`config.mk`:
```
export PLATFORM = sky130hd
export DESIGN_NAME = mrc_run_control
export DESIGN_NICKNAME = d
export VERILOG_FILES = /design/src/mrc_pkg.sv /design/src/mrc_run_control.sv /design/src/mrc_store_mem.sv
export VERILOG_INCLUDE_DIRS = /design/src
export SDC_FILE = /design/constraint.sdc
export NUM_CORES = 1
export LEC_CHECK = 0
export BUFFER_PORTS_ARGS = -buffer_cell sky130_fd_sc_hd__buf_2
export CAP_MARGIN = 20
export CORE_MARGIN = 2
export CORE_UTILIZATION = 30
export CTS_CLUSTER_SIZE = 25
export DETAILED_ROUTE_END_ITERATION = 10
export GPL_TIMING_DRIVEN = 0
export PLACE_DENSITY = 0.52
export SYNTH_ARGS = -nofsm -noshare
export SYNTH_HDL_FRONTEND = slang
export SYNTH_SLANG_ARGS = --single-unit
```
`constraint.sdc`:
```
create_clock -name clock -period 23.6 [get_ports clock]
set_input_delay 7.08 -clock clock [delete_from_list [all_inputs] [get_ports clock]]
set_output_delay 7.08 -clock clock [all_outputs]
set_load 0.05 [all_outputs]
```
`src/mrc_cfg.svh`:
```
`ifndef MRC_CFG_SVH
`define MRC_CFG_SVH

// Completion flag bit positions
`define MRC_FLAG_NONHARM_LSB 0
`define MRC_FLAG_MOTOR       3
`define MRC_FLAG_HARM_LSB    8
`define MRC_FLAG_SPECTRUM    16
`define MRC_FLAGS_RESET      32'h0000_0000

// Analyzers and stores
`define MRC_ANALYZERS        3
`define MRC_STORES           10
`define MRC_STORE_MAX        4'ha
`define MRC_RECALL_FACTORY   4'h0

// Argument limits
`define MRC_ARG_BOOL_MAX     4'h1
`define MRC_ARG_SCOPE_MAX    4'h2

// Integration state codes
`define MRC_INTEGRATION_STATE_QUERY_IDLE       3'h0
`define MRC_INTEGRATION_STATE_QUERY_WAIT       3'h1
`define MRC_INTEGRATION_STATE_QUERY_HELD       3'h2
`define MRC_INTEGRATION_STATE_QUERY_RUN        3'h3

// Scope view status codes
`define MRC_SCOPE_STOP_EMPTY 3'h0
`define MRC_SCOPE_STOP_DATA  3'h1
`define MRC_SCOPE_SINGLE     3'h2
`define MRC_SCOPE_CONT_EMPTY 3'h3
`define MRC_SCOPE_CONT_DATA  3'h4

// Standby state codes
`define MRC_STBY_NEVER       3'h0
`define MRC_STBY_OP_STOP     3'h1
`define MRC_STBY_DONE        3'h2
`define MRC_STBY_WAIT_LEVEL  3'h3
`define MRC_STBY_MIN_PERIOD  3'h4
`define MRC_STBY_EXTENDED    3'h5
`define MRC_STBY_SECOND      3'h6

// Default width of the savable configuration snapshot
`define MRC_CFG_W            64

`endif

```
`src/mrc_pkg.sv`:
```
package mrc_pkg;

    typedef enum logic [3:0] {
        MRC_CMD_FREEZE   = 4'h0,
        MRC_CMD_FREEZE_Q = 4'h1,
        MRC_CMD_INTEGRATION_STATE_QUERY    = 4'h2,
        MRC_CMD_INTEGRATION_STATE_QUERY_Q  = 4'h3,
        MRC_CMD_FLAGS_Q  = 4'h4,
        MRC_CMD_SCOPE    = 4'h5,
        MRC_CMD_SCOPE_Q  = 4'h6,
        MRC_CMD_STBY     = 4'h7,
        MRC_CMD_STBY_Q   = 4'h8,
        MRC_CMD_SAVE     = 4'h9,
        MRC_CMD_RECALL   = 4'ha
    } mrc_cmd_e;

    typedef enum logic [1:0] {
        MRC_SCOPE_OFF    = 2'h0,
        MRC_SCOPE_ONCE   = 2'h1,
        MRC_SCOPE_REPEAT = 2'h2
    } mrc_scope_e;

    typedef logic [2:0] mrc_code_t;

    typedef struct packed {
        mrc_cmd_e    code;
        logic [3:0]  arg;
        logic [1:0]  analyzer;
    } mrc_cmd_s;

    typedef struct packed {
        logic [31:0] data;
        logic        error;
    } mrc_resp_s;

    typedef struct packed {
        logic [2:0]  nonharm_done;
        logic        motor_done;
        logic [2:0]  harm_done;
        logic        spectrum_done;
    } mrc_evt_s;

    typedef struct packed {
        logic [2:0]  second_method;
        logic [2:0]  level_seen;
        logic [2:0]  min_elapsed;
        logic [2:0]  finished;
    } mrc_stby_s;

endpackage

```
`src/mrc_run_control.sv`:
```
// Operation
// - freeze query answers 1 while measurements are held, else 0.
// - integration 0 stops; 1 clears data, restarts, launches delay.
// - integration query codes: 0 idle, 1 delay, 2 held, 3 updating.
// - flag query returns all 32 bits and clears them at once.
// - each flag sets on its event and stays until cleared.
// - bits 0-2 non-harmonic done per analyzer; bit 3 motor done.
// - bits 8-10 harmonic done per analyzer; bit 16 spectrum done.
// - a committed configuration change clears all completion flags.
// - scope command: 0 stop, 1 single capture, 2 continuous capture.
// - starting a scope capture discards earlier captured view data.
// - scope query: 0/1 stopped, 2 single, 3/4 continuous, by data.
// - standby command stops or starts a run in the chosen analyzer.
// - standby query: 0 never run, 1 operator stop, 2 normal stop.
// - running standby: 3 wait level, 4 minimum, 5 extended, 6 second.
// - ten configuration stores each hold a full savable snapshot.
// - snapshots leave out power, interface and date format settings.
// - a factory store can be recalled but never overwritten.
// - save writes present configuration into store 1 to 10.
// - recall 0 loads factory, 1-10 a user store once saved.
// - freeze command 1 holds, 0 releases; freeze gives a running integration 2 after its delay.
`timescale 1ns/1ns
`include "mrc_cfg.svh"
module mrc_run_control
    import mrc_pkg::*;
#(
    parameter int             CFG_W       = `MRC_CFG_W,
    parameter logic [CFG_W-1:0] FACTORY_CFG = '0
)(
    input  wire logic             clock,
    input  wire logic             srst,
    input  wire logic             cmd_valid,
    input  wire mrc_cmd_s         cmd,
    output logic                  cmd_ready_r,
    output logic                  resp_valid_r,
    output mrc_resp_s             resp_r,
    input  wire mrc_evt_s         evt,
    input  wire logic             commit_configuration,
    input  wire logic             integration_state_query_delay_enabled,
    input  wire logic             integration_state_query_delay_expired,
    input  wire logic             scope_captured,
    input  wire mrc_stby_s        stby_evt,
    input  wire logic [CFG_W-1:0] cfg_savable,
    output logic                  measure_hold_r,
    output logic                  integration_state_query_clear_r,
    output logic                  integration_state_query_delay_start_r,
    output logic                  scope_clear_r,
    output mrc_scope_e            scope_mode_r,
    output logic [2:0]            stby_start_r,
    output logic [2:0]            stby_stop_r,
    output logic                  cfg_load_valid_r,
    output logic [CFG_W-1:0]      cfg_load_data_r
);
    initial
    begin
        if (CFG_W < 1)
            $error("mrc_run_control: CFG_W must be positive");
    end

    function automatic logic arg_ok(mrc_cmd_s c);
        logic ok;
        ok = 1'b1;
        case (c.code)
            MRC_CMD_FREEZE, MRC_CMD_INTEGRATION_STATE_QUERY: ok = c.arg <= `MRC_ARG_BOOL_MAX;
            MRC_CMD_SCOPE:  ok = c.arg <= `MRC_ARG_SCOPE_MAX;
            MRC_CMD_STBY:   ok = c.arg <= `MRC_ARG_BOOL_MAX &&
                                 c.analyzer != 2'h0;
            MRC_CMD_STBY_Q: ok = c.analyzer != 2'h0;
            MRC_CMD_SAVE:   ok = c.arg != 4'h0 && c.arg <= `MRC_STORE_MAX;
            MRC_CMD_RECALL: ok = c.arg <= `MRC_STORE_MAX;
            default:        ok = 1'b1;
        endcase
        return ok;
    endfunction

    function automatic logic stby_running(mrc_code_t s);
        return s >= `MRC_STBY_WAIT_LEVEL;
    endfunction

    logic                   take;
    logic                   good;
    logic [31:0]            evt_mask;
    logic                   flags_clr;
    logic [31:0]            flags_r, flags_nxt;
    logic                   integration_state_query_run_r, integration_state_query_run_nxt;
    logic                   integration_state_query_wait_r, integration_state_query_wait_nxt;
    mrc_code_t              integration_state_query_code;
    logic                   scope_data_r, scope_data_nxt;
    mrc_code_t              scope_code;
    mrc_code_t              stby_r [3];
    mrc_code_t              stby_nxt [3];
    logic [`MRC_STORES-1:0] saved_r, saved_nxt;
    logic                   pend_r, pend_nxt;
    logic                   pend_fac_r, pend_fac_nxt;
    logic                   mem_wr, mem_rd;
    logic [3:0]             store_idx;
    logic [CFG_W-1:0]       mem_rdata;
    logic                   cmd_ready_nxt, resp_valid_nxt, hold_nxt;
    mrc_resp_s              resp_nxt;
    logic                   iclr_nxt, idly_nxt, sclr_nxt, load_v_nxt;
    mrc_scope_e             scope_mode_nxt;
    logic [2:0]             start_nxt, stop_nxt;
    logic [CFG_W-1:0]       load_d_nxt;

    assign take      = cmd_valid && cmd_ready_r;
    assign good      = arg_ok(cmd);
    assign store_idx = cmd.arg - 4'h1;
    assign mem_wr    = take && good && cmd.code == MRC_CMD_SAVE;
    // Factory recall never indexes the user array
    assign mem_rd    = take && good && cmd.code == MRC_CMD_RECALL &&
                       cmd.arg != `MRC_RECALL_FACTORY;

    assign evt_mask  =
          (32'(evt.nonharm_done) << `MRC_FLAG_NONHARM_LSB)
        | (32'(evt.motor_done) << `MRC_FLAG_MOTOR)
        | (32'(evt.harm_done) << `MRC_FLAG_HARM_LSB)
        | (32'(evt.spectrum_done) << `MRC_FLAG_SPECTRUM);
    assign flags_clr = commit_configuration
                     || (take && cmd.code == MRC_CMD_FLAGS_Q);

    always_comb
    begin
        if (!integration_state_query_run_r)
            integration_state_query_code = `MRC_INTEGRATION_STATE_QUERY_IDLE;
        else if (integration_state_query_wait_r)
            integration_state_query_code = `MRC_INTEGRATION_STATE_QUERY_WAIT;
        else if (measure_hold_r)
            integration_state_query_code = `MRC_INTEGRATION_STATE_QUERY_HELD;
        else
            integration_state_query_code = `MRC_INTEGRATION_STATE_QUERY_RUN;
        case (scope_mode_r)
            MRC_SCOPE_ONCE:   scope_code = `MRC_SCOPE_SINGLE;
            MRC_SCOPE_REPEAT: scope_code = scope_data_r ?
                              `MRC_SCOPE_CONT_DATA : `MRC_SCOPE_CONT_EMPTY;
            default:          scope_code = scope_data_r ?
                              `MRC_SCOPE_STOP_DATA : `MRC_SCOPE_STOP_EMPTY;
        endcase
    end

    // Snapshot port carries savable settings only; excluded ones never enter
    mrc_store_mem #(
        .W     (CFG_W),
        .DEPTH (`MRC_STORES),
        .AW    (4)
    ) u_store (
        .clock     (clock),
        .wr_en     (mem_wr),
        .wr_idx    (store_idx),
        .wr_data   (cfg_savable),
        .rd_en     (mem_rd),
        .rd_idx    (store_idx),
        .rd_data_r (mem_rdata)
    );

    always_comb
    begin
        flags_nxt      = (flags_clr ? 32'h0 : flags_r) | evt_mask;
        integration_state_query_run_nxt  = integration_state_query_run_r;
        integration_state_query_wait_nxt = integration_state_query_wait_r && !integration_state_query_delay_expired;
        scope_data_nxt = scope_data_r;
        scope_mode_nxt = scope_mode_r;
        saved_nxt      = saved_r;
        hold_nxt       = measure_hold_r;
        pend_nxt       = 1'b0;
        pend_fac_nxt   = 1'b0;
        cmd_ready_nxt  = 1'b1;
        resp_valid_nxt = 1'b0;
        resp_nxt       = '0;
        iclr_nxt       = 1'b0;
        idly_nxt       = 1'b0;
        sclr_nxt       = 1'b0;
        start_nxt      = 3'h0;
        stop_nxt       = 3'h0;
        load_v_nxt     = 1'b0;
        load_d_nxt     = cfg_load_data_r;
        if (scope_captured && scope_mode_r != MRC_SCOPE_OFF)
        begin
            scope_data_nxt = 1'b1;
            if (scope_mode_r == MRC_SCOPE_ONCE)
                scope_mode_nxt = MRC_SCOPE_OFF;
        end
        for (int i = 0; i < `MRC_ANALYZERS; i++)
        begin
            stby_nxt[i] = stby_r[i];
            if (stby_evt.finished[i] && stby_running(stby_r[i]))
                stby_nxt[i] = `MRC_STBY_DONE;
            else if (stby_evt.level_seen[i] &&
                     stby_r[i] == `MRC_STBY_WAIT_LEVEL)
                stby_nxt[i] = `MRC_STBY_SECOND;
            else if (stby_evt.min_elapsed[i] &&
                     stby_r[i] == `MRC_STBY_MIN_PERIOD)
                stby_nxt[i] = `MRC_STBY_EXTENDED;
        end
        if (pend_r)
        begin
            load_v_nxt     = 1'b1;
            load_d_nxt     = pend_fac_r ? FACTORY_CFG : mem_rdata;
            resp_valid_nxt = 1'b1;
        end
        if (take)
        begin
            resp_valid_nxt = 1'b1;
            if (!good)
                resp_nxt.error = 1'b1;
            else
            begin
                case (cmd.code)
                    MRC_CMD_FREEZE:
                        hold_nxt = cmd.arg[0];
                    MRC_CMD_FREEZE_Q:
                        resp_nxt.data = 32'(measure_hold_r);
                    MRC_CMD_INTEGRATION_STATE_QUERY:
                    begin
                        integration_state_query_run_nxt  = cmd.arg[0];
                        integration_state_query_wait_nxt = cmd.arg[0] && integration_state_query_delay_enabled;
                        iclr_nxt       = cmd.arg[0];
                        idly_nxt       = cmd.arg[0] && integration_state_query_delay_enabled;
                    end
                    MRC_CMD_INTEGRATION_STATE_QUERY_Q:
                        resp_nxt.data = 32'(integration_state_query_code);
                    MRC_CMD_FLAGS_Q:
                        resp_nxt.data = flags_r;
                    MRC_CMD_SCOPE:
                    begin
                        scope_mode_nxt = mrc_scope_e'(cmd.arg[1:0]);
                        if (cmd.arg != 4'h0)
                        begin
                            // Old view is stale once a new capture begins
                            scope_data_nxt = 1'b0;
                            sclr_nxt       = 1'b1;
                        end
                    end
                    MRC_CMD_SCOPE_Q:
                        resp_nxt.data = 32'(scope_code);
                    MRC_CMD_STBY:
                    begin
                        if (cmd.arg[0])
                        begin
                            start_nxt[cmd.analyzer - 2'h1] = 1'b1;
                            stby_nxt[cmd.analyzer - 2'h1] =
                                stby_evt.second_method[cmd.analyzer - 2'h1]
                                ? `MRC_STBY_WAIT_LEVEL
                                : `MRC_STBY_MIN_PERIOD;
                        end
                        else if (stby_running(stby_r[cmd.analyzer - 2'h1]))
                        begin
                            stop_nxt[cmd.analyzer - 2'h1] = 1'b1;
                            // A run stopped before any data returns to 0
                            stby_nxt[cmd.analyzer - 2'h1] =
                                stby_r[cmd.analyzer - 2'h1] ==
                                `MRC_STBY_WAIT_LEVEL ? `MRC_STBY_NEVER
                                : `MRC_STBY_OP_STOP;
                        end
                    end
                    MRC_CMD_STBY_Q:
                        resp_nxt.data =
                            32'(stby_r[cmd.analyzer - 2'h1]);
                    MRC_CMD_SAVE:
                        saved_nxt[store_idx] = 1'b1;
                    MRC_CMD_RECALL:
                    begin
                        if (cmd.arg != `MRC_RECALL_FACTORY &&
                            !saved_r[store_idx])
                            resp_nxt.error = 1'b1;
                        else
                        begin
                            resp_valid_nxt = 1'b0;
                            pend_nxt       = 1'b1;
                            pend_fac_nxt   = cmd.arg == `MRC_RECALL_FACTORY;
                            cmd_ready_nxt  = 1'b0;
                        end
                    end
                    default:
                        resp_nxt.error = 1'b1;
                endcase
            end
        end
    end

    always_ff @(posedge clock)
    begin
        if (srst)
        begin
            flags_r             <= `MRC_FLAGS_RESET;
            integration_state_query_run_r         <= 1'b0;
            integration_state_query_wait_r        <= 1'b0;
            scope_data_r        <= 1'b0;
            scope_mode_r        <= MRC_SCOPE_OFF;
            for (int i = 0; i < `MRC_ANALYZERS; i++)
                stby_r[i] <= `MRC_STBY_NEVER;
            saved_r             <= '0;
            pend_r              <= 1'b0;
            pend_fac_r          <= 1'b0;
            measure_hold_r      <= 1'b0;
            cmd_ready_r         <= 1'b1;
            resp_valid_r        <= 1'b0;
            resp_r              <= '0;
            integration_state_query_clear_r       <= 1'b0;
            integration_state_query_delay_start_r <= 1'b0;
            scope_clear_r       <= 1'b0;
            stby_start_r        <= 3'h0;
            stby_stop_r         <= 3'h0;
            cfg_load_valid_r    <= 1'b0;
            cfg_load_data_r     <= '0;
        end
        else
        begin
            flags_r             <= flags_nxt;
            integration_state_query_run_r         <= integration_state_query_run_nxt;
            integration_state_query_wait_r        <= integration_state_query_wait_nxt;
            scope_data_r        <= scope_data_nxt;
            scope_mode_r        <= scope_mode_nxt;
            stby_r              <= stby_nxt;
            saved_r             <= saved_nxt;
            pend_r              <= pend_nxt;
            pend_fac_r          <= pend_fac_nxt;
            measure_hold_r      <= hold_nxt;
            cmd_ready_r         <= cmd_ready_nxt;
            resp_valid_r        <= resp_valid_nxt;
            resp_r              <= resp_nxt;
            integration_state_query_clear_r       <= iclr_nxt;
            integration_state_query_delay_start_r <= idly_nxt;
            scope_clear_r       <= sclr_nxt;
            stby_start_r        <= start_nxt;
            stby_stop_r         <= stop_nxt;
            cfg_load_valid_r    <= load_v_nxt;
            cfg_load_data_r     <= load_d_nxt;
        end
    end
endmodule // mrc_run_control

```
`src/mrc_store_mem.sv`:
```
`timescale 1ns/1ns
module mrc_store_mem
    import mrc_pkg::*;
#(
    parameter int W     = 64,
    parameter int DEPTH = 10,
    parameter int AW    = 4
)(
    input  wire logic          clock,
    input  wire logic          wr_en,
    input  wire logic [AW-1:0] wr_idx,
    input  wire logic [W-1:0]  wr_data,
    input  wire logic          rd_en,
    input  wire logic [AW-1:0] rd_idx,
    output logic      [W-1:0]  rd_data_r
);
    initial
    begin
        if (DEPTH < 1 || DEPTH > (1 << AW) || W < 1)
            $error("mrc_store_mem: bad geometry");
    end

    logic [W-1:0] mem [DEPTH];
    logic [W-1:0] rd_data_nxt;

    always_comb
    begin
        rd_data_nxt = rd_data_r;
        if (rd_en)
            rd_data_nxt = mem[rd_idx];
    end

    // No reset on contents; validity is tracked by the owner
    always_ff @(posedge clock)
    begin
        if (wr_en)
            mem[wr_idx] <= wr_data;
        rd_data_r <= rd_data_nxt;
    end
endmodule // mrc_store_mem

```
== Word-level counts from Yosys, hierarchy flattened ==
Memory sizes are Yosys's and may differ from the RTL's. A register that Yosys moved wholly into a read port is not among the register bits.
Cells that the tools add are included.
Cells by class
  muxes and demuxes: 65
  order comparisons: 13
  eq/ne operators: 19
  add/subtract/negate cells: 2
  bitwise operators: 14
  reductions and logical operators: 45
Operators with widths (number)
  $pmux W32 S5: 1
  $mux W64: 1
  $mux W9: 5
  $mux W3: 14
  $mux W32: 1
  $or A32 B17 Y32: 1
  $mux W1: 25
  $logic_and A1 B1 Y1: 24
  $bwmux W9: 2
  $or A11 B17 Y17: 1
  $eq A4 B3 Y1 const B: 4
  $mux W2: 7
  $eq A3 B2 Y1 const B: 4
  $eq A4 B4 Y1 const B: 3
  $ge A3 B2 Y1 const B: 4
  $reduce_or A4 Y1: 3
  $or A4 B11 Y11: 1
  $or A10 B10 Y10: 1
  $reduce_or A10 Y1: 1
  $reduce_or A5 Y1: 2
  $eq A3 B3 Y1 const B: 3
  $reduce_and A3 Y1: 3
  $eq A4 B2 Y1 const B: 2
  $logic_not A4 Y1: 2
  other kinds (33): 43
Word-level totals
  bits in writable memories: 640
  logic and storage cells: 182
  input port bits: 101
  output and inout port bits: 112
  flip-flop bits (word level): 168
  memories: 1
Memory list
  u_store.mem: depth 10, bits a word 64, read ports 1, clocked after Yosys merged registers in 1, write ports 1, RTL line mrc_store_mem.sv:23  | logic [W-1:0] mem [DEPTH];

== Depth between registers and ports, before layout ==
Gate-level depths: netlist of run 1.
  depth in word-level cells: 13
  mapped depth: 14

== By module ==
From an unflattened synthesis of run 1, not the netlist that was laid out.
Unflattened totals
  cell total of the unflattened synthesis: 2006
  area total of the unflattened synthesis: 32651.3 µm²
By module, submodules not included
  mrc_store_mem: instances 1, cells each 1376, area an instance 27204.8 µm²
  mrc_run_control: instances 1, cells each 630, area an instance 5446.5 µm²

== Least setup slack after synthesis of run 1 ==
Ideal clock, no wire load.
  path type: input to register
  start point: in cmd[2] in the netlist's numbering
  end point: mem u_store.mem[2][0], enable pin
  data required time: 23.033 ns
  path buffers: 6
  arrival: 13.356 ns
  stages on the path: 13
  slack: 9.676 ns
  cell sequence: buf_2 > buf_2 > buf_2 > inv_1 > ha_1 > buf_2 > or3b_1 > buf_2 > a21oi_2 > o22ai_4 > o21ai_4 > buf_4 > nor3_1
On the way
  word-level cells in the longest chain between the ends: 7
RTL lines
  from (decl): RTL line mrc_run_control.sv:33  | input wire mrc_cmd_s cmd,
  $le A4 B4 Y1 (no source line), or another cell as far along
  $logic_and A1 B1 Y1 (on tied branches)
  $pmux W1 S6: RTL line mrc_run_control.sv:63  | case (c.code)
  $logic_and A1 B1 Y1 (2 in a row): RTL line mrc_run_control.sv:108  | assign mem_wr = take && good && cmd.code == MRC_CMD_SAVE;
  $mux W1: RTL line mrc_store_mem.sv:36  | if (wr_en)
  $mux W1 (not written as such): RTL line mrc_store_mem.sv:37  | mem[wr_idx] <= wr_data;
  to (decl): RTL line mrc_store_mem.sv:23
Parallel ways exist; a longest one is shown, timed or not.

== Final worst setup path of run 1 ==
  start point: in cmd[2] in the netlist's numbering
  end point: mem u_store.mem[7][42], enable pin
Same word-level chain as after synthesis.

==> impl_metrics.tcl, run 1 <==
set metrics [dict create \
    fp.dieArea_um2 106600 \
    comb_power_share_pct 5.2 \
    synth_top_area_share_pct 67.73 \
    cts_resized 0 \
    slew_viol_final 0 \
    netlist_top_cells_area "edfxtp_1 (68%), mux4_2 (9.4%), dfxtp_1 (7.7%), mux2i_1 (2.3%), a22oi_1 (1.5%)" \
    endpoint_kind "register" \
    ys_seq_elements 824 \
    first_pass_iters 5 \
    yosysMostFrequentCell "edfxtp_1" \
    grt_pass1_wl_um 120500 \
    fp.coreArea_um2 103300 \
    grt_max_degree 25 \
    final_nets 2220 \
    worstSetupStartpointType "input pin" \
    wl_per_cell_um 23.32 \
    path_class "input pin to register" \
    netlist_top_cells_count "edfxtp_1 (704), mux4_2 (130), dfxtp_1 (120)" \
    p_clk_share_pct 44.1 \
    port_buffers 187 \
    die_w_um 326.6 \
    drtIter0Drc 1629 \
    power_switching_mw 0.6808 \
    placedInstanceArea_um2 35090 \
    final_area_um2 38000 \
    skew_ns 0.02424 \
    synth-compound-area-share_pct 5.680 \
    htree_levels 3 \
    die_h_um 326.6 \
    ff2ff_path_depth 11 \
    post-route-period-util_pct 48.21 \
    fillers 9644 \
    num_io_pins 213 \
    synth_top_family_by_area "multiplexers" \
    post_cts_buffers 0 \
    synth.distinct_cells 72 \
    cts_tree "yes" \
    first_global_vias 17340 \
    async_reset_ff_share_pct 0 \
    layout_min_cycle_time_ns 11.38 \
    drive_gt1_share_pct 28.42 \
    synthMuxAreaShare_pct 11.69 \
    p_per_area_nw_per_um2 82.18 \
    detailed_place_hpwl_um 58000 \
    rsz0062_at_grt "no" \
    cts_buffers 89 \
    cts.path.max_buffers 3 \
    drc 0 \
    slew_headroom_pct 22.07 \
    gp_congestion 0.8154 \
    via_per_inst 4.790 \
    worst_skew_pair.late_latency_ns 0.65 \
    grt_overflow_total 0 \
    hold_class "register to register" \
    grt_use_total_pct 15.44 \
    synthSimpleGateAreaFrac_pct 4.534 \
    tns_ns 0 \
    rows 118 \
    syn_inst 1721 \
    cts_hold_buffers 0 \
    worstSetupStartpoint "cmd[2]" \
    p_int_mw 2.442 \
    clk_pin_slew_worst_paths_ns 0.06 \
    worstPathMaxFanout 15 \
    drv_cap 0 \
    r2r_setup_slack_ns 20.63 \
    synth_edf_count 704 \
    drt_wl_total_um 83020 \
    synth-seq-area-share_pct 75.43 \
    crit_end "u_store.mem[7][42]$_DFFE_PP_" \
    antenna_left 0 \
    initial_utilization_pct 30.20 \
    max_freq_mhz 87.89 \
    synthAdderAreaFrac_pct 0.5612 \
    finalSetupViolations 0 \
    sw_frac_of_total_pct 21.80 \
    cts.sinks 824 \
    synth_area_leader_cell "edfxtp_1" \
    status "completed" \
    r2r_start "cmd_ready_r$_SDFF_PP1_" \
    r2r-end "u_store.mem[9][41]$_DFFE_PP_" \
    synth-xor-area-share_pct 0.05612 \
    syn_to_final_growth_pct 21.73 \
    cts_root_buf "clkbuf_16" \
    antenna_found_initial 21 \
    vias 17050 \
    seqPwrFrac_pct 50.7 \
    arrival_ns 11.72 \
    synth_area_um2 31210 \
    yosys_warnings 0 \
    hold_violations 0 \
    tightest_slew_ns 1.169 \
    syn_avg_cell_area_um2 18.14 \
    p_leak_nw 13.01 \
    yosys_most_used_dff "edfxtp_1" \
    critPathRequiredTime_ns 23.94 \
    vdd_drop_max_mv 0.05076 \
]
==> worst max-delay path, cell delays in order <==
cell and delay (ns):
buf_2 0.12, buf_2 0.18, buf_2 0.38, buf_2 0.45, inv_1 0.29, ha_1 0.27
buf_2 0.18, nor2_1 0.10, nand2_1 0.08, o21ai_1 0.16, clkbuf_1 0.90, nand3_1 0.26
nor2_4 0.61, buf_16 0.24, buf_16 0.18, buf_16 0.18
==> power groups by stage <==
stage | logic [mW] | clock network, mW | registers, mW
2_1_floorplan | 0.0947 | 0 | 1.62
3_3_place_gp | 0.158 | 0 | 1.62
3_5_place_dp | 0.163 | 0 | 1.62
4_1_cts | 0.164 | 1.41 | 1.58
5_1_grt | 0.175 | 1.46 | 1.58
6_report | 0.162 | 1.38 | 1.58
==> metrics by stage <==
step                      worst slack, ns  utilization, %  hold slack (ns)  instances  total power [mW]
after floorplan                     9.676               -           0.4354       1744             1.712
after global placement              2.816           32.86           0.4422       3311             1.774
after detailed placement            11.55           33.95           0.4539       3394             1.779
after CTS                           12.20           36.76           0.4670       3558             3.157
after global routing                11.88           36.76           0.4874       3558             3.220
final                               12.22           36.77           0.4632       3560             3.123
==> metal layers <==
layer | GRT usage [%] | vias up | share of wire [%]
li1 | - | 7568 | -
met1 | 21.00 | 8806 | 44
met2 | 25.05 | 509 | 47
met3 | 3.692 | 142 | 6.9
met4 | 3.590 | 26 | 1.8
met5 | 0 | - | 0.19
==> final cells by class <==
cell class	count	area, um2	area share, %
Sequential cell	824	23540	61.96
Buffer	119	603.1	1.587
Timing Repair Buffer	270	1991	5.239
Clock buffer	119	2410	6.342
Inverter	9	33.78	0.08891
Multi-Input combinational cell	792	7191	18.92
Antenna cell	2	5.005	0.01317
Clock inverter	45	494.2	1.301
Tap cell	1380	1727	4.544
==> cells in the final DEF (no fill, tap or decap), drive strengths merged, types with 4 or more instances in the layout <==
cell      instances
a21oi            91
nor2             96
and3              8
mux4            130
nand2b           10
inv              14
o21ai            77
clkinv           29
or2               6
nor3             20
o21a             11
a31oi             5
conb             24
mux2i            71
nor4              5
a22oi            64
buf             336
nor2b            74
dfxtp           120
clkbuf          172
nand2            21
ha               14
bufinv            7
nand3             5
edfxtp          704
nand3b            5
clkinvlp          4
==> state kept, by name (all words and copies together) (netlist names), 2 cells and up <==
signal / count
scope_mode_r: 2
saved_r: 10
stby_start_r: 3
u_store.mem: 640
stby_r: 9
cfg_load_data_r: 64
flags_r: 8
resp_r: 9
stby_stop_r: 3
u_store.rd_data_r: 64
==> kinds of logic after synthesis <==
family | after synthesis
AO/OA/AOI/OAI | 282
flip-flops | 824
AND/OR/NAND/NOR | 268
adder cells (fa/ha/maj) | 14
XOR/XNOR | 2
buffers and inverters | 128
other | 1
multiplexers | 202
==> worst min-delay path by stage <==
stage | start | end | slack (ns) | cells after the start
finish | saved_r[5]$_SDFFE_PP0P_ | saved_r[5]$_SDFFE_PP0P_ | 0.46 | 1
global route | flags_r[9]$_SDFF_PP0_ | resp_r[10]$_SDFF_PP0_ | 0.49 | 1
CTS | saved_r[5]$_SDFFE_PP0P_ | saved_r[5]$_SDFFE_PP0P_ | 0.47 | 1
detailed placement | saved_r[5]$_SDFFE_PP0P_ | saved_r[5]$_SDFFE_PP0P_ | 0.45 | 1
global placement | saved_r[1]$_SDFFE_PP0P_ | saved_r[1]$_SDFFE_PP0P_ | 0.44 | 1
floorplan | saved_r[1]$_SDFFE_PP0P_ | saved_r[1]$_SDFFE_PP0P_ | 0.44 | 1
Note: power is estimated with default switching activity, not from simulation.
==> inputs of run 2 (changes only) <==
Settings changed: PLACE_DENSITY 0.52 to 0.54.
Clock period 23.6 ns to 9.7 ns, I/O delays scaled along.
==> run 2 against run 1 <==
First-iteration DRC count down 0.25%. Cell area fell by 0.64%. Non-clock buffer count shrank 21.
==> impl_metrics.tcl, run 2 (synthesis results as in run 1) <==
set metrics [dict create \
    critPathRequiredTime_ns 10.01 \
    max_freq_mhz 139.6 \
    largest_registers "u_store.mem (640), cfg_load_data_r (64), u_store.rd_data_r (64)" \
    post_cts_buffers 0 \
    whs_ns 0.4639 \
    grt_overflow_total 0 \
    wl_per_cell_um 23.42 \
    initial_utilization_pct 30.20 \
    path_class "input pin to register" \
    grt_max_degree 25 \
    finalPower_mw 7.294 \
    cts_buffers 85 \
    layout_min_cycle_time_ns 7.161 \
    rsz0062_at_grt "no" \
    drive_gt1_share_pct 26.93 \
    p_clk_share_pct 41.8 \
    slew_headroom_pct 24.02 \
    cts.path.max_buffers 3 \
    slew_viol_final 0 \
    clk_pin_slew_worst_paths_ns 0.06 \
    antenna_found_initial 26 \
    drv_cap 0 \
    stdcell_count 3528 \
    vdd_drop_max_mv 0.1248 \
    final_area_um2 37760 \
    drtIter0Drc 1625 \
    utilization_pct 36.53 \
    status "completed" \
    power_switching_mw 1.576 \
    dp.cells 3373 \
    drt_wl_total_um 82620 \
    gp_congestion 0.8364 \
    met3_usage_pct 4.451 \
    worstSetupStartpointType "input pin" \
    syn_to_final_growth_pct 20.96 \
    top_usage_layer "met2" \
    antenna_left 0 \
    drc 0 \
    grt_pass1_wl_um 118900 \
    final_nets 2195 \
    skew_ns 0.03992 \
    sw_frac_of_total_pct 21.61 \
    detailed_place_hpwl_um 56920 \
    hold_class "register to register" \
    cts_hold_buffers 0 \
    layout_common_cells "edfxtp_1 (704), buf_2 (215), mux4_2 (130), dfxtp_1 (120), nor2_1 (93)" \
    top_register "u_store.mem" \
    p_int_mw 5.718 \
    cts.sinks 824 \
    die_h_um 326.6 \
    fp.coreArea_um2 103300 \
    htree_levels 3 \
    first_global_vias 17200 \
    hold_violations 0 \
    grt_use_total_pct 15.31 \
    rows 118 \
    first_pass_iters 5 \
    die_w_um 326.6 \
    worst_skew_pair.late_latency_ns 0.64 \
    arrival_ns 7.47 \
    comb_power_share_pct 5.4 \
    vias 16940 \
    seqPwrFrac_pct 52.8 \
    final_common_cell "edfxtp_1" \
    num_io_pins 213 \
    worstPathMaxFanout 16 \
    tightest_slew_ns 1.140 \
    finalSetupViolations 0 \
    endpoint_kind "register" \
    globalRouteMet1Util_pct 19.73 \
    fp.dieArea_um2 106600 \
    cts_resized 0 \
    p_per_area_nw_per_um2 193.2 \
    use_met2_pct 25.10 \
    port_buffers 187 \
    placedInstanceArea_um2 35170 \
    cts_tree "yes" \
    cts_root_buf "clkbuf_16" \
    largest_register_ffs 640 \
    p_leak_nw 12.86 \
    via_per_inst 4.801 \
    post-route-period-util_pct 73.82 \
]
-- run 2: per-layer routing --
layer  routed length, um  up-vias
li1                    -     7506
met1               33930     8632
met2               39170      637
met3                7447      146
met4                1968       18
met5                 107        -
-- run 2: path summary, 6_finish.rpt --
path                                              start                      endpoint  slack (ns)  depth (start not counted)
worst max register to register   cmd_ready_r$_SDFF_PP1_  u_store.mem[2][55]$_DFFE_PP_        6.94                          8
worst min-delay path            saved_r[9]$_SDFFE_PP0P_       saved_r[9]$_SDFFE_PP0P_        0.46                          1
worst min register to register  saved_r[9]$_SDFFE_PP0P_       saved_r[9]$_SDFFE_PP0P_        0.46                          1
worst max-delay path                             cmd[2]  u_store.mem[7][59]$_DFFE_PP_        2.54                         15
-- run 2: power by group through the flow --
stage | registers, mW | clock network, mW | logic, mW
global placement | 3.93 | 0 | 0.384
CTS | 3.85 | 3.12 | 0.399
global route | 3.85 | 3.25 | 0.426
detailed placement | 3.93 | 0 | 0.398
finish | 3.85 | 3.05 | 0.393
floorplan | 3.93 | 0 | 0.231
-- run 2: final cells by class --
class | instances | area, um2
diodes | 2 | 5.005
plain buffers | 119 | 601.8
clock buffers | 121 | 2409
clock inverters | 32 | 175.2
fillers | 9629 | 65590
inverters | 9 | 33.78
multi-input cells | 792 | 7228
flip-flops and latches | 824 | 23540
well taps | 1380 | 1727
repair buffers | 249 | 2033
-- run 2: stage by stage --
step                      TNS (ns)  setup WS (ns)
final                            0          2.539
after floorplan             -6.867       -0.05365
after detailed placement         0          1.911
after global routing             0          2.323
after CTS                        0          2.566
after global placement    -2181.08         -6.797
-- run 2: worst max-delay path: stages --
cell and delay (ns):
buf_2 0.12, buf_2 0.18, buf_2 0.36, buf_2 0.49
inv_1 0.30, ha_1 0.27, buf_2 0.17, nor2_1 0.15
nand2_1 0.10, o21ai_1 0.15, clkbuf_1 0.87, nand3_1 0.27
nor2_4 0.65, buf_16 0.25, buf_16 0.18
==> inputs of run 3 (changes only) <==
Settings changed: PLACE_DENSITY 0.54 to 0.52.
Clock period 9.7 ns to 7.5 ns, I/O delays scaled along.
==> run 3 against run 2 <==
Combinational power is 30% higher. Largest power group unchanged. Clock-buffer cell count is 6 lower. Setup slack worse by 1.5 ns.
==> impl_metrics.tcl, run 3 (synthesis results as in run 1) <==
set metrics [dict create \
    status "completed" \
    antenna_left 0 \
    drive_gt1_share_pct 28.00 \
    largest_registers "u_store.mem (640), cfg_load_data_r (64), u_store.rd_data_r (64)" \
    worstPathMaxFanout 19 \
    drc 0 \
    detailed_place_hpwl_um 57820 \
    whs_ns 0.4618 \
    finalSetupViolations 0 \
    initial_utilization_pct 30.20 \
    drtIter0Drc 1505 \
    hold_violations 0 \
    arrival_ns 6.77 \
    endpoint_kind "register" \
    r2r_start "cmd_ready_r$_SDFF_PP1_" \
    fp.dieArea_um2 106600 \
    die_h_um 326.6 \
    grt_use_total_pct 15.60 \
    rows 118 \
    layout_min_cycle_time_ns 6.440 \
    largest_register_ffs 640 \
    path_class "input pin to register" \
    tightest_slew_ns 1.124 \
    tns_ns 0 \
    hold_class "register to register" \
    p_per_area_nw_per_um2 258.7 \
    layout_common_cells "edfxtp_1 (704), buf_2 (215), mux4_2 (130), dfxtp_1 (120), nor2_1 (93)" \
    fp.coreArea_um2 103300 \
    wl_per_cell_um 23.82 \
    cts.sinks 824 \
    grt_pass1_wl_um 121900 \
    vdd_drop_max_mv 0.1686 \
    grt_max_degree 25 \
    htree_levels 3 \
    final_nets 2199 \
    top_register "u_store.mem" \
    slew_viol_final 0 \
    clk_pin_slew_worst_paths_ns 0.06 \
    cts_buffers 87 \
    cp_slowest_cell "clkbuf_1" \
    grt_overflow_total 0 \
    cts.path.max_buffers 3 \
    min_from "saved_r[5]$_SDFFE_PP0P_" \
    via_per_inst 4.839 \
    skew_ns 0.01847 \
    vias 17130 \
    critPathRequiredTime_ns 7.83 \
    drv_cap 0 \
    die_w_um 326.6 \
    finalPower_mw 9.898 \
    syn_to_final_growth_pct 22.58 \
    drt_wl_total_um 84360 \
    slew_headroom_pct 25.04 \
    worstSetupStartpointType "input pin" \
    fillers 9660 \
    first_pass_iters 5 \
    worstSetupStartpoint "cmd[2]" \
    cts_tree "yes" \
    path_cells "buf_2, buf_2, buf_2, buf_2, inv_1, ha_1, buf_2, nor2_1, nand2_1, o21ai_1, clkbuf_1, nand3_1, nor2_4, buf_12, buf_12" \
    cts_hold_buffers 0 \
    first_global_vias 17440 \
    path_delay_family "buffers and inverters" \
    port_buffers 187 \
    final_common_cell "edfxtp_1" \
    antenna_found_initial 24 \
    path_buf_inv 9 \
    cts_resized 0 \
    gp_congestion 0.8175 \
    slowest_delay_ns 0.86 \
    post_cts_buffers 0 \
    p_leak_nw 13.08 \
    max_freq_mhz 155.3 \
    cts_root_buf "clkbuf_16" \
    post-route-period-util_pct 85.87 \
    path_common_cell "buf_2" \
    num_io_pins 213 \
    worst_skew_pair.late_latency_ns 0.64 \
    rsz0062_at_grt "no" \
]
[run 3: cell count changes in the layout (fill, tap and decap cells not counted), sizes merged]
cell / previous run / this run
buf: 315 / 317
bufinv: 0 / 9
clkbuf: 174 / 168
clkinv: 30 / 34
clkinvlp: 0 / 5
diode: 2 / 4
inv: 11 / 8
[run 3: through the flow]
stage          cell area, um2  worst slack [ns]  cells  utilization [%]
3_3_place_gp            33990            -8.597   3311            32.89
6_report                38260             1.060   3541            37.02
2_1_floorplan           31330            -1.594   1744                -
5_1_grt                 38250            0.7695   3537            37.01
3_5_place_dp            35300            0.3904   3375            34.16
4_1_cts                 38250             1.061   3537            37.01
[run 3: path summary, 6_finish.rpt]
path,cells after the start,end,slack (ns)
max,15,u_store.mem[7][8]$_DFFE_PP_,1.06
min,1,saved_r[5]$_SDFFE_PP0P_,0.46
max reg2reg,8,u_store.mem[5][30]$_DFFE_PP_,4.78
min reg2reg,1,saved_r[5]$_SDFFE_PP0P_,0.46
[run 3: area by class of cell]
class,count,area (um2),area share (%)
Antenna cell,4,10.01,0.02616
Buffer,119,601.8,1.573
Clock buffer,115,2415,6.312
Clock inverter,47,535.5,1.400
Inverter,9,33.78,0.08830
Multi-Input combinational cell,792,7228,18.89
Sequential cell,824,23540,61.53
Tap cell,1380,1727,4.513
Timing Repair Buffer,251,2167,5.664
[run 3: where the power goes]
part | internal (mW) | switching [mW]
clock | 2.59 | 1.81
combinational | 0.181 | 0.329
sequential | 4.98 | 0.00335
total | 7.75 | 2.15
[run 3: routing by layer]
layer  track usage, %  wire length (um)  vias up
li1                 -                 -     7528
met1            20.77             36250     8854
met2            25.94             40640      592
met3            3.771              5805      144
met4            3.291              1577       16
met5                0                90        -
[run 3: worst reg2reg max path: stages, from the launching register on]
cell and delay (ns):
dfxtp_1 0.37, and2_1 0.14, buf_2 0.26, o21ai_4 0.14, buf_6 0.19, nor3_4 0.69, buf_16 0.25, buf_16 0.17
buf_8 0.20
